--- src/hdl/dsl_defines.vh ---
`ifndef DSL_DEFINES_VH
`define DSL_DEFINES_VH
// =====================================================================
// clock and timing
`define DSL_CLK_HZ 250000000
`define DSL_CYC_PER_MS (`DSL_CLK_HZ / 1000)
`define DSL_T_FLICKER_MS 50
`define DSL_T_FLASH_MS 200
`define DSL_T_LONG_OFF_MS 1000
// =====================================================================
// register byte offsets
`define DSL_OFF_CTRL 12'h000
`define DSL_OFF_STATUS 12'h004
`define DSL_OFF_IRQ_STAT 12'h008
`define DSL_OFF_IRQ_MASK 12'h00C
`define DSL_OFF_ALIAS 12'h010
// =====================================================================
// ctrl fields
`define DSL_CTRL_ENABLE 0
`define DSL_CTRL_FAULT 1
`define DSL_CTRL_RESET 32'h0000_0000
// irq status bits
`define DSL_IRQ_STATE 0
`define DSL_IRQ_ERROR 1
`define DSL_IRQ_FAULT 2
`define DSL_IRQ_W 3
// slave states
`define DSL_ST_INIT 4'h1
`define DSL_ST_PREOP 4'h2
`define DSL_ST_BOOT 4'h3
`define DSL_ST_SAFEOP 4'h4
`define DSL_ST_OP 4'h8
// pattern codes
`define DSL_PAT_OFF 3'd0
`define DSL_PAT_ON 3'd1
`define DSL_PAT_BLINK 3'd2
`define DSL_PAT_SINGLE 3'd3
`define DSL_PAT_DOUBLE 3'd4
`define DSL_PAT_FLICKER 3'd5
`endif

--- src/hdl/dsl_pattern_gen.v ---
`timescale 1ns/1ps
`include "dsl_defines.vh"
// =====================================================================
// pattern generator driven by the shared millisecond tick
module dsl_pattern_gen (
	input wire clk,
	input wire rstn,
	input wire ms_tick,
	input wire [2:0] pattern,
	output reg led
);
	reg [10:0] ms_reg; // position within the pattern period
	reg [2:0] pat_reg; // last pattern, to detect a change
	reg [10:0] period; // length of the current pattern
	reg lit; // combinational lamp value
	// =================================================================
	// period and on-window per pattern
	always @* begin
		period = 11'd1;
		lit = 1'b0;
		case (pattern)
			`DSL_PAT_ON: begin
				lit = 1'b1;
			end
			`DSL_PAT_BLINK: begin
				period = 11'd400;
				lit = ms_reg < `DSL_T_FLASH_MS;
			end
			`DSL_PAT_SINGLE: begin
				period = 11'd1200;
				lit = ms_reg < `DSL_T_FLASH_MS;
			end
			`DSL_PAT_DOUBLE: begin
				period = 11'd1600;
				lit = (ms_reg < `DSL_T_FLASH_MS) || (ms_reg >= 2 * `DSL_T_FLASH_MS && ms_reg < 3 * `DSL_T_FLASH_MS);
			end
			`DSL_PAT_FLICKER: begin
				period = 11'd100;
				lit = ms_reg < `DSL_T_FLICKER_MS;
			end
			default: begin
				lit = 1'b0;
			end
		endcase
	end
	// =================================================================
	// millisecond position, restarted on pattern change
	always @(posedge clk) begin
		if (!rstn) begin
			ms_reg <= 11'd0;
			pat_reg <= `DSL_PAT_OFF;
			led <= 1'b0;
		end else begin
			pat_reg <= pattern;
			if (pattern != pat_reg) begin
				ms_reg <= 11'd0;
			end else if (ms_tick) begin
				ms_reg <= (ms_reg + 11'd1 >= period) ? 11'd0 : ms_reg + 11'd1;
			end
			led <= (pattern != pat_reg) ? (pattern != `DSL_PAT_OFF) : lit;
		end
	end
endmodule

--- src/hdl/dsl_led_top.v ---
// The implementer's own choices: the register addresses and the AXI4-Lite interface to the registers.
`timescale 1ns/1ps
`include "dsl_defines.vh"
module dsl_led_top #(
	parameter CYC_PER_MS = `DSL_CYC_PER_MS,
	parameter NPORT = 2
) (
	input wire clk,
	input wire rstn,
	// raw status from drive and slave controller
	input wire logic_supply_ok,
	input wire dc_bus_ok,
	input wire [NPORT-1:0] link_valid,
	input wire [NPORT-1:0] link_traffic,
	input wire [3:0] al_state,
	input wire al_change,
	input wire booting,
	input wire fw_download,
	input wire pdi_wd_timeout,
	input wire config_error,
	input wire app_wd_timeout,
	input wire [15:0] net_alias_data,
	input wire net_alias_we,
	// axi4-lite slave
	input wire [11:0] s_axi_awaddr,
	input wire s_axi_awvalid,
	output reg s_axi_awready,
	input wire [31:0] s_axi_wdata,
	input wire [3:0] s_axi_wstrb,
	input wire s_axi_wvalid,
	output reg s_axi_wready,
	output reg [1:0] s_axi_bresp,
	output reg s_axi_bvalid,
	input wire s_axi_bready,
	input wire [11:0] s_axi_araddr,
	input wire s_axi_arvalid,
	output reg s_axi_arready,
	output reg [31:0] s_axi_rdata,
	output reg [1:0] s_axi_rresp,
	output reg s_axi_rvalid,
	input wire s_axi_rready,
	// leds
	output reg bridge_green_led,
	output reg bridge_red_led,
	output reg logic_supply_led,
	output reg [NPORT-1:0] port_link_traffic_led,
	output wire slave_state_led,
	output wire error_led,
	output reg [15:0] station_alias,
	output reg irq
);
	// =================================================================
	// input synchronisers, two stages, first stage read only by second
	// alias data rides on top so it arrives together with its write strobe
	localparam SW = 25 + 2 * NPORT;
	wire [SW-1:0] raw_in;
	reg [SW-1:0] sync1_reg;
	reg [SW-1:0] sync2_reg;
	reg [3:0] st_s1_reg; // al_state stage one
	reg [3:0] st_s2_reg; // al_state stage two
	reg [3:0] st_s3_reg; // al_state one cycle later, for the settle test
	reg [3:0] st_reg; // settled state word; bits may land in different cycles
	assign raw_in = {net_alias_data, logic_supply_ok, dc_bus_ok, link_valid, link_traffic, al_change,
		booting, fw_download, pdi_wd_timeout, config_error, app_wd_timeout, net_alias_we};
	always @(posedge clk) begin
		if (!rstn) begin
			sync1_reg <= {SW{1'b0}};
			sync2_reg <= {SW{1'b0}};
			st_s1_reg <= 4'h0;
			st_s2_reg <= 4'h0;
			st_s3_reg <= 4'h0;
			st_reg <= 4'h0;
		end else begin
			sync1_reg <= raw_in;
			sync2_reg <= sync1_reg;
			st_s1_reg <= al_state;
			st_s2_reg <= st_s1_reg;
			st_s3_reg <= st_s2_reg;
			// take the word only once two samples agree, so no mixed code is shown
			if (st_s2_reg == st_s3_reg) begin
				st_reg <= st_s2_reg;
			end
		end
	end
	wire [15:0] s_alias_data = sync2_reg[SW-1:SW-16];
	wire s_alias_we = sync2_reg[0];
	wire s_app_wd = sync2_reg[1];
	wire s_cfg_err = sync2_reg[2];
	wire s_pdi_wd = sync2_reg[3];
	wire s_fwdl = sync2_reg[4];
	wire s_boot = sync2_reg[5];
	wire s_change = sync2_reg[6];
	wire [NPORT-1:0] s_traffic = sync2_reg[6+NPORT:7];
	wire [NPORT-1:0] s_link = sync2_reg[6+2*NPORT:7+NPORT];
	wire s_dc_bus = sync2_reg[7+2*NPORT];
	wire s_logic = sync2_reg[8+2*NPORT];
	// =================================================================
	// shared millisecond timebase
	reg [31:0] tb_reg; // cycle counter within one millisecond
	reg ms_tick_reg; // one-cycle pulse every millisecond
	always @(posedge clk) begin
		if (!rstn) begin
			tb_reg <= 32'h0000_0000;
			ms_tick_reg <= 1'b0;
		end else if (tb_reg == CYC_PER_MS - 1) begin
			tb_reg <= 32'h0000_0000;
			ms_tick_reg <= 1'b1;
		end else begin
			tb_reg <= tb_reg + 32'h0000_0001;
			ms_tick_reg <= 1'b0;
		end
	end
	// =================================================================
	// registers
	reg [31:0] ctrl_reg; // enable and fault command bits
	reg [`DSL_IRQ_W-1:0] irq_stat_reg; // sticky events
	reg [`DSL_IRQ_W-1:0] irq_mask_reg; // one enables the event
	reg [2:0] state_pat_reg; // selected slave state pattern
	reg [2:0] err_pat_reg; // selected error pattern
	reg [5:0] flick_cnt_reg; // ms count within one flicker half period
	reg flick_reg; // free running flicker phase for link traffic
	wire drv_enable = ctrl_reg[`DSL_CTRL_ENABLE];
	wire drv_fault = ctrl_reg[`DSL_CTRL_FAULT];
	// =================================================================
	// pattern selection for state and error leds
	reg [2:0] state_pat_next;
	reg [2:0] err_pat_next;
	always @* begin
		// booting, bootstrap and download override the state
		if (s_boot || s_fwdl || st_reg == `DSL_ST_BOOT) begin
			state_pat_next = `DSL_PAT_FLICKER;
		end else begin
			case (st_reg)
				`DSL_ST_OP: state_pat_next = `DSL_PAT_ON;
				`DSL_ST_PREOP: state_pat_next = `DSL_PAT_BLINK;
				`DSL_ST_SAFEOP: state_pat_next = `DSL_PAT_SINGLE;
				default: state_pat_next = `DSL_PAT_OFF;
			endcase
		end
		// the most severe fault shown first; no error keeps the led dark
		if (s_pdi_wd) begin
			err_pat_next = `DSL_PAT_ON;
		end else if (s_app_wd) begin
			err_pat_next = `DSL_PAT_DOUBLE;
		end else if (s_cfg_err) begin
			err_pat_next = `DSL_PAT_BLINK;
		end else if (s_change && st_reg == `DSL_ST_INIT) begin
			err_pat_next = `DSL_PAT_FLICKER;
		end else if (s_change) begin
			err_pat_next = `DSL_PAT_SINGLE;
		end else begin
			err_pat_next = `DSL_PAT_OFF;
		end
	end
	// =================================================================
	// steady leds and pattern latches
	always @(posedge clk) begin
		if (!rstn) begin
			bridge_green_led <= 1'b0;
			bridge_red_led <= 1'b0;
			logic_supply_led <= 1'b0;
			port_link_traffic_led <= {NPORT{1'b0}};
			state_pat_reg <= `DSL_PAT_OFF;
			err_pat_reg <= `DSL_PAT_OFF;
		end else begin
			bridge_red_led <= drv_fault;
			bridge_green_led <= !drv_fault && s_dc_bus && drv_enable;
			logic_supply_led <= s_logic;
			// traffic flickers with the shared 50 ms phase
			port_link_traffic_led <= s_link & (~s_traffic | {NPORT{flick_reg}});
			state_pat_reg <= state_pat_next;
			err_pat_reg <= err_pat_next;
		end
	end
	// =================================================================
	// free flicker phase for link traffic
	always @(posedge clk) begin
		if (!rstn) begin
			flick_cnt_reg <= 6'd0;
			flick_reg <= 1'b0;
		end else if (ms_tick_reg) begin
			if (flick_cnt_reg == `DSL_T_FLICKER_MS - 1) begin
				flick_cnt_reg <= 6'd0;
				flick_reg <= !flick_reg;
			end else begin
				flick_cnt_reg <= flick_cnt_reg + 6'd1;
			end
		end
	end
	// =================================================================
	// pattern generators share the one timebase
	dsl_pattern_gen u_state_gen (
		.clk(clk),
		.rstn(rstn),
		.ms_tick(ms_tick_reg),
		.pattern(state_pat_reg),
		.led(slave_state_led)
	);
	dsl_pattern_gen u_err_gen (
		.clk(clk),
		.rstn(rstn),
		.ms_tick(ms_tick_reg),
		.pattern(err_pat_reg),
		.led(error_led)
	);
	// =================================================================
	// axi4-lite write path; address and data taken in either order
	reg aw_have_reg;
	reg w_have_reg;
	reg [11:0] aw_addr_reg;
	reg [31:0] w_data_reg;
	reg [3:0] w_strb_reg;
	wire do_write = aw_have_reg && w_have_reg && !s_axi_bvalid;
	reg [`DSL_IRQ_W-1:0] ev;
	reg [`DSL_IRQ_W-1:0] w1c;
	// event sources: pattern changes and bridge fault rising
	always @* begin
		ev = {drv_fault && !bridge_red_led, err_pat_next != err_pat_reg,
			state_pat_next != state_pat_reg};
		w1c = {`DSL_IRQ_W{1'b0}};
		if (do_write && aw_addr_reg == `DSL_OFF_IRQ_STAT && w_strb_reg[0]) begin
			w1c = w_data_reg[`DSL_IRQ_W-1:0];
		end
	end
	function [31:0] merge;
		input [31:0] old;
		input [31:0] nw;
		input [3:0] strb;
		integer i;
		begin
			for (i = 0; i < 4; i = i + 1) begin
				merge[i*8 +: 8] = strb[i] ? nw[i*8 +: 8] : old[i*8 +: 8];
			end
		end
	endfunction
	wire [31:0] alias_merged = merge({16'h0000, station_alias}, w_data_reg, w_strb_reg);
	always @(posedge clk) begin
		if (!rstn) begin
			aw_have_reg <= 1'b0;
			w_have_reg <= 1'b0;
			aw_addr_reg <= 12'h000;
			w_data_reg <= 32'h0000_0000;
			w_strb_reg <= 4'h0;
			s_axi_awready <= 1'b0;
			s_axi_wready <= 1'b0;
			s_axi_bvalid <= 1'b0;
			s_axi_bresp <= 2'b00;
			ctrl_reg <= `DSL_CTRL_RESET;
			irq_stat_reg <= {`DSL_IRQ_W{1'b0}};
			irq_mask_reg <= {`DSL_IRQ_W{1'b0}};
			station_alias <= 16'h0000;
			irq <= 1'b0;
		end else begin
			s_axi_awready <= !aw_have_reg && !s_axi_awready;
			s_axi_wready <= !w_have_reg && !s_axi_wready;
			if (s_axi_awvalid && s_axi_awready) begin
				aw_have_reg <= 1'b1;
				aw_addr_reg <= s_axi_awaddr;
			end
			if (s_axi_wvalid && s_axi_wready) begin
				w_have_reg <= 1'b1;
				w_data_reg <= s_axi_wdata;
				w_strb_reg <= s_axi_wstrb;
			end
			if (do_write) begin
				aw_have_reg <= 1'b0;
				w_have_reg <= 1'b0;
				s_axi_bvalid <= 1'b1;
				s_axi_bresp <= 2'b00;
				case (aw_addr_reg)
					`DSL_OFF_CTRL: ctrl_reg <= merge(ctrl_reg, w_data_reg, w_strb_reg) & 32'h0000_0003;
					`DSL_OFF_IRQ_MASK: begin
						if (w_strb_reg[0]) irq_mask_reg <= w_data_reg[`DSL_IRQ_W-1:0];
					end
					`DSL_OFF_ALIAS: station_alias <= alias_merged[15:0];
					`DSL_OFF_IRQ_STAT, `DSL_OFF_STATUS: s_axi_bresp <= 2'b00;
					default: s_axi_bresp <= 2'b10; // unmapped: slave error
				endcase
			end else if (s_axi_bvalid && s_axi_bready) begin
				s_axi_bvalid <= 1'b0;
			end
			// network write of the alias; the software write wins a tie
			if (s_alias_we && !(do_write && aw_addr_reg == `DSL_OFF_ALIAS)) begin
				station_alias <= s_alias_data;
			end
			// set wins over a simultaneous clear
			irq_stat_reg <= (irq_stat_reg & ~w1c) | ev;
			irq <= |(irq_stat_reg & irq_mask_reg);
		end
	end
	// =================================================================
	// axi4-lite read path
	reg [31:0] rd_val;
	always @* begin
		case (s_axi_araddr)
			`DSL_OFF_CTRL: rd_val = ctrl_reg;
			`DSL_OFF_STATUS: rd_val = {20'h0_0000, slave_state_led, error_led, err_pat_reg, state_pat_reg, st_reg};
			`DSL_OFF_IRQ_STAT: rd_val = {29'h0, irq_stat_reg};
			`DSL_OFF_IRQ_MASK: rd_val = {29'h0, irq_mask_reg};
			`DSL_OFF_ALIAS: rd_val = {16'h0000, station_alias};
			default: rd_val = 32'h0000_0000;
		endcase
	end
	always @(posedge clk) begin
		if (!rstn) begin
			s_axi_arready <= 1'b0;
			s_axi_rvalid <= 1'b0;
			s_axi_rdata <= 32'h0000_0000;
			s_axi_rresp <= 2'b00;
		end else begin
			s_axi_arready <= !s_axi_rvalid && !s_axi_arready && !(s_axi_arvalid && s_axi_arready);
			if (s_axi_arvalid && s_axi_arready) begin
				s_axi_rvalid <= 1'b1;
				s_axi_rdata <= rd_val;
				case (s_axi_araddr)
					`DSL_OFF_CTRL, `DSL_OFF_STATUS, `DSL_OFF_IRQ_STAT, `DSL_OFF_IRQ_MASK,
					`DSL_OFF_ALIAS: s_axi_rresp <= 2'b00;
					default: s_axi_rresp <= 2'b10;
				endcase
			end else if (s_axi_rvalid && s_axi_rready) begin
				s_axi_rvalid <= 1'b0;
			end
		end
	end
endmodule

--- config.mk ---
export PLATFORM = sky130hd
export DESIGN_NAME = dsl_led_top
export DESIGN_NICKNAME = d
export VERILOG_FILES = /design/src/hdl/dsl_pattern_gen.v /design/src/hdl/dsl_led_top.v
export VERILOG_INCLUDE_DIRS = /design/src /design/src/hdl
export SDC_FILE = /design/constraint.sdc
export NUM_CORES = 1
export LEC_CHECK = 0
export ABC_AREA = 1
export BUFFER_PORTS_ARGS = -buffer_cell sky130_fd_sc_hd__buf_2
export CORE_MARGIN = 2
export CORE_UTILIZATION = 54
export DETAILED_ROUTE_END_ITERATION = 7
export PLACE_DENSITY = 0.76
export RECOVER_POWER = 100
export SETUP_SLACK_MARGIN = 0.2
export SLEW_MARGIN = 20
export SYNTH_ARGS = -nofsm -noshare
export SYNTH_HDL_FRONTEND = slang
export SYNTH_SLANG_ARGS = --single-unit
--- constraint.sdc ---
create_clock -name clk -period 2.88 [get_ports clk]
set_input_delay 0.144 -clock clk [delete_from_list [all_inputs] [get_ports clk]]
set_output_delay 0.144 -clock clk [all_outputs]
set_load 0.005 [all_outputs]
==> flow_metrics.py <==
metrics = {
    "logic_synthesis": {
        "synth.largest_area_cell": "dfxtp_1",
        "post_synth.cell_area_avg_um2": 7.13,
        "yosys.area.top_type_share_pct": 43.5,
        "synthesis.area_um2": 10800,
        "ys_seq_area_share_pct": 43.5,
        "synthTopCellsByCount": "nand2_1, inv_1, dfxtp_1",
        "netlist-cell-type-count": 47,
        "synthMostInstantiatedCell": "nand2_1",
        "synth_edf_count": 0,
        "synth.yosys.warnings": 0,
        "primary_flip_flop_cell_chosen_by_synthesis_mapping": "dfxtp_1",
        "ys_ff_latch": 235,
        "synth_async_sr_flop_share_pct": 0,
        "netlist_top_cells_area": "dfxtp_1, nand2_1, inv_1",
        "synthCells": 1517,
    },
    "finish": {
        "relative_area_change_from_synthesis_to_final_layout_pct": 20.1,
        "final_layout_size_suffix_gt1_share_pct": 10.4,
        "layout.core_utilization_pct": 66.3,
        "largest_register_ffs": 32,
        "nets": 1822,
    },
    "global_route": {
        "grt_overflow": 0,
        "gr_util_all_layers_pct": 24.5,
        "grt_start_max_net_pins": 81,
        "grt_pass1_vias": 9343,
        "grt_first_pass_wirelength_um": 43900,
        "grt_antenna_before_repair": 1,
    },
    "clock_network": {
        "cts.clk_slew.worst_paths_ns": 0.06,
        "tritoncts.num_buffers": 25,
        "clock_path_buffers": 3,
        "tritoncts": "done",
        "clock_insertion_delay_worst_skew_ns": 0.53,
        "postCtsSetupBuffers": 0,
        "cts.sinks": 235,
        "htree_num_levels": 1,
        "ctsRootBufferMaster": "clkbuf_16",
    },
    "route": {
        "vias": 9946,
        "dr.pass1.iters": 7,
        "wl_um": 26800,
        "met3RoutedLength_um": 1720,
        "detail_route.wl_per_cell_um": 13.5,
        "post_drt_via_cell_ratio": 5.01,
        "drt_drc_violations_left": 0,
        "antenna_violating_nets_post_route": 0,
        "dr_wl_met2_um": 12700,
        "m1WireLength_um": 11600,
        "first_iter_violations": 614,
        "routed.top_layer": "met4",
    },
    "worst_setup_path": {
        "critPathCaptureType": "flip-flop",
        "worst-endpoint-required_ns": 3.32,
        "reg2reg_slack_ns": 0.28,
        "critPathMaxFanout": 5,
        "criticalPathCategory": "reg -> reg",
        "ff2ff_path_depth": 13,
        "worst_r2r_startpoint": "u_err_gen.ms_reg[1]",
        "critPathArrivalTime_ns": 3.04,
        "r2r-end": "u_err_gen.ms_reg[7]",
        "worst_setup_sp_type": "flip-flop",
    },
    "placed_design": {
        "gp_congestion": 0.963,
        "hpwlAfterDp_um": 17900,
        "port_buffers": 128,
    },
    "sta": {
        "rsz0062_at_grt": "false",
        "slew_limit_headroom_pct": -42.6,
        "tns_ns": 0,
        "fin_worst_hold_slack_ns": 0.0594,
        "maxSlewViolCount": 87,
        "setup_violations": 0,
        "post-route-period-util_pct": 90.3,
        "timing.final.hold_violations": 0,
        "final.setup_skew_ns": 0.0144,
        "min_period_ns": 2.60,
        "tightest_slew_ns": 2.14,
        "clock.fmax_mhz": 385,
    },
    "floorplanning": {
        "placement_rows": 51,
        "start_util_pct": 55.2,
        "pin_count": 165,
        "core_area_um2": 19600,
        "dieHeight_um": 146,
        "die_area_um2": 21200,
        "dieWidth_um": 146,
    },
    "hold_path": {
        "worstHoldPathCells": 5,
        "timing.hold.worst.start": "s_axi_araddr[3]",
        "worst_hold_path.endpoint": "s_axi_rdata[1]",
        "timing.hold.worst.class": "in -> reg",
    },
    "pwr": {
        "leakage_nw": 5.94,
        "total_power_mw": 7.34,
        "power_per_cell_area_nw_per_um2": 565,
        "ir_worst_vdd_mv": 0.412,
    },
    "run": {
        "timing.max_cap.violations": 2,
    },
    "status": {
        "outcome": "finished with violations",
        "violations": "capacitance limit, slew limit",
    },
}
## final cells by class
class | instances | area, um^2
fill | 1678 | 6600
multi-input combinational | 992 | 4890
sequential | 235 | 4710
timing repair buffer | 203 | 1310
inverter | 243 | 915
clock buffer | 35 | 703
tap | 265 | 332
clock inverter | 11 | 131
antenna | 2 | 5.00
## placed cells by master (no fill, tap or decap), types with 9 or more instances in the layout
cell type	instances
nand2_1	345
clkbuf_16	25
a21oi_1	130
nor2_1	129
o21ai_0	67
nor2_2	9
buf_2	97
nand3b_1	19
dfxtp_1	232
nand4_1	25
clkbuf_1	41
nor3_1	36
xnor2_1	12
inv_1	238
ha_1	21
nand3_1	121
xor2_1	20
conb_1	18
dlygate4sd3_1	66
## logic make-up after synthesis
kind of cell / synth area share [%]
buffers and inverters: 12.0
adders and majority gates: 2.55
DFF: 43.5
AOI/OAI and AO/OA: 10.2
other: 0.0347
and+or+nand+nor: 29.0
xor gates and xnor gates: 2.67
## power breakdown
part	total, mW	switching [mW]	internal, mW
logic	0.676	0.410	0.266
clock network	3.21	1.31	1.90
registers	3.45	0.0718	3.38
## through the flow
step                      worst slack [ns]  std cells  cell area [um^2]
after floorplan                      0.588       1534             10900
after global placement               0.291       1871             11500
after detailed placement             0.231       1871             11500
after CTS                            0.215       1983             13000
after global routing                 0.101       1985             13000
final                                0.279       1986             13000
## worst max-delay path by stage
| stage | from | endpoint | slack (ns) | cells after the start |
|---|---|---|---|---|
| after floorplan | u_err_gen.ms_reg[1] | u_err_gen.ms_reg[10] | 0.59 | 13 |
| after global placement | u_err_gen.ms_reg[1] | u_err_gen.ms_reg[8] | 0.29 | 13 |
| after detailed placement | u_err_gen.ms_reg[1] | u_err_gen.ms_reg[6] | 0.23 | 13 |
| after CTS | u_err_gen.ms_reg[1] | u_err_gen.ms_reg[7] | 0.22 | 13 |
| after global routing | u_state_gen.ms_reg[0] | u_state_gen.ms_reg[5] | 0.10 | 16 |
| final | u_err_gen.ms_reg[1] | u_err_gen.ms_reg[7] | 0.28 | 13 |
## worst max-delay path: stages, from the launching register on
cell and delay (ns):
dfxtp_2 0.38, ha_4 0.17, nand3_1 0.11, nor2_1 0.27
nand3_1 0.11, nand2_1 0.11, inv_1 0.05, ha_1 0.30
a21o_1 0.19, a21oi_2 0.16, inv_1 0.12, a21oi_2 0.29
nand3_1 0.12, a21oi_1 0.14
## routing by layer
metal	global-route usage, %	vias to the layer above
li1	-	5129
met1	31.3	4444
met2	42.3	315
met3	4.23	58
met4	8.09	0
met5	0	-
## what timing repair did
| item | CTS | global route |
|---|---|---|
| hold buffers | 66 | 0 |
| endpoints found under the hold margin | 65 | 0 |
| setup endpoints to repair | 0 | 22 |
| gates resized for setup | 0 | 16 |
No activity file was read; power rests on OpenSTA's default activity.
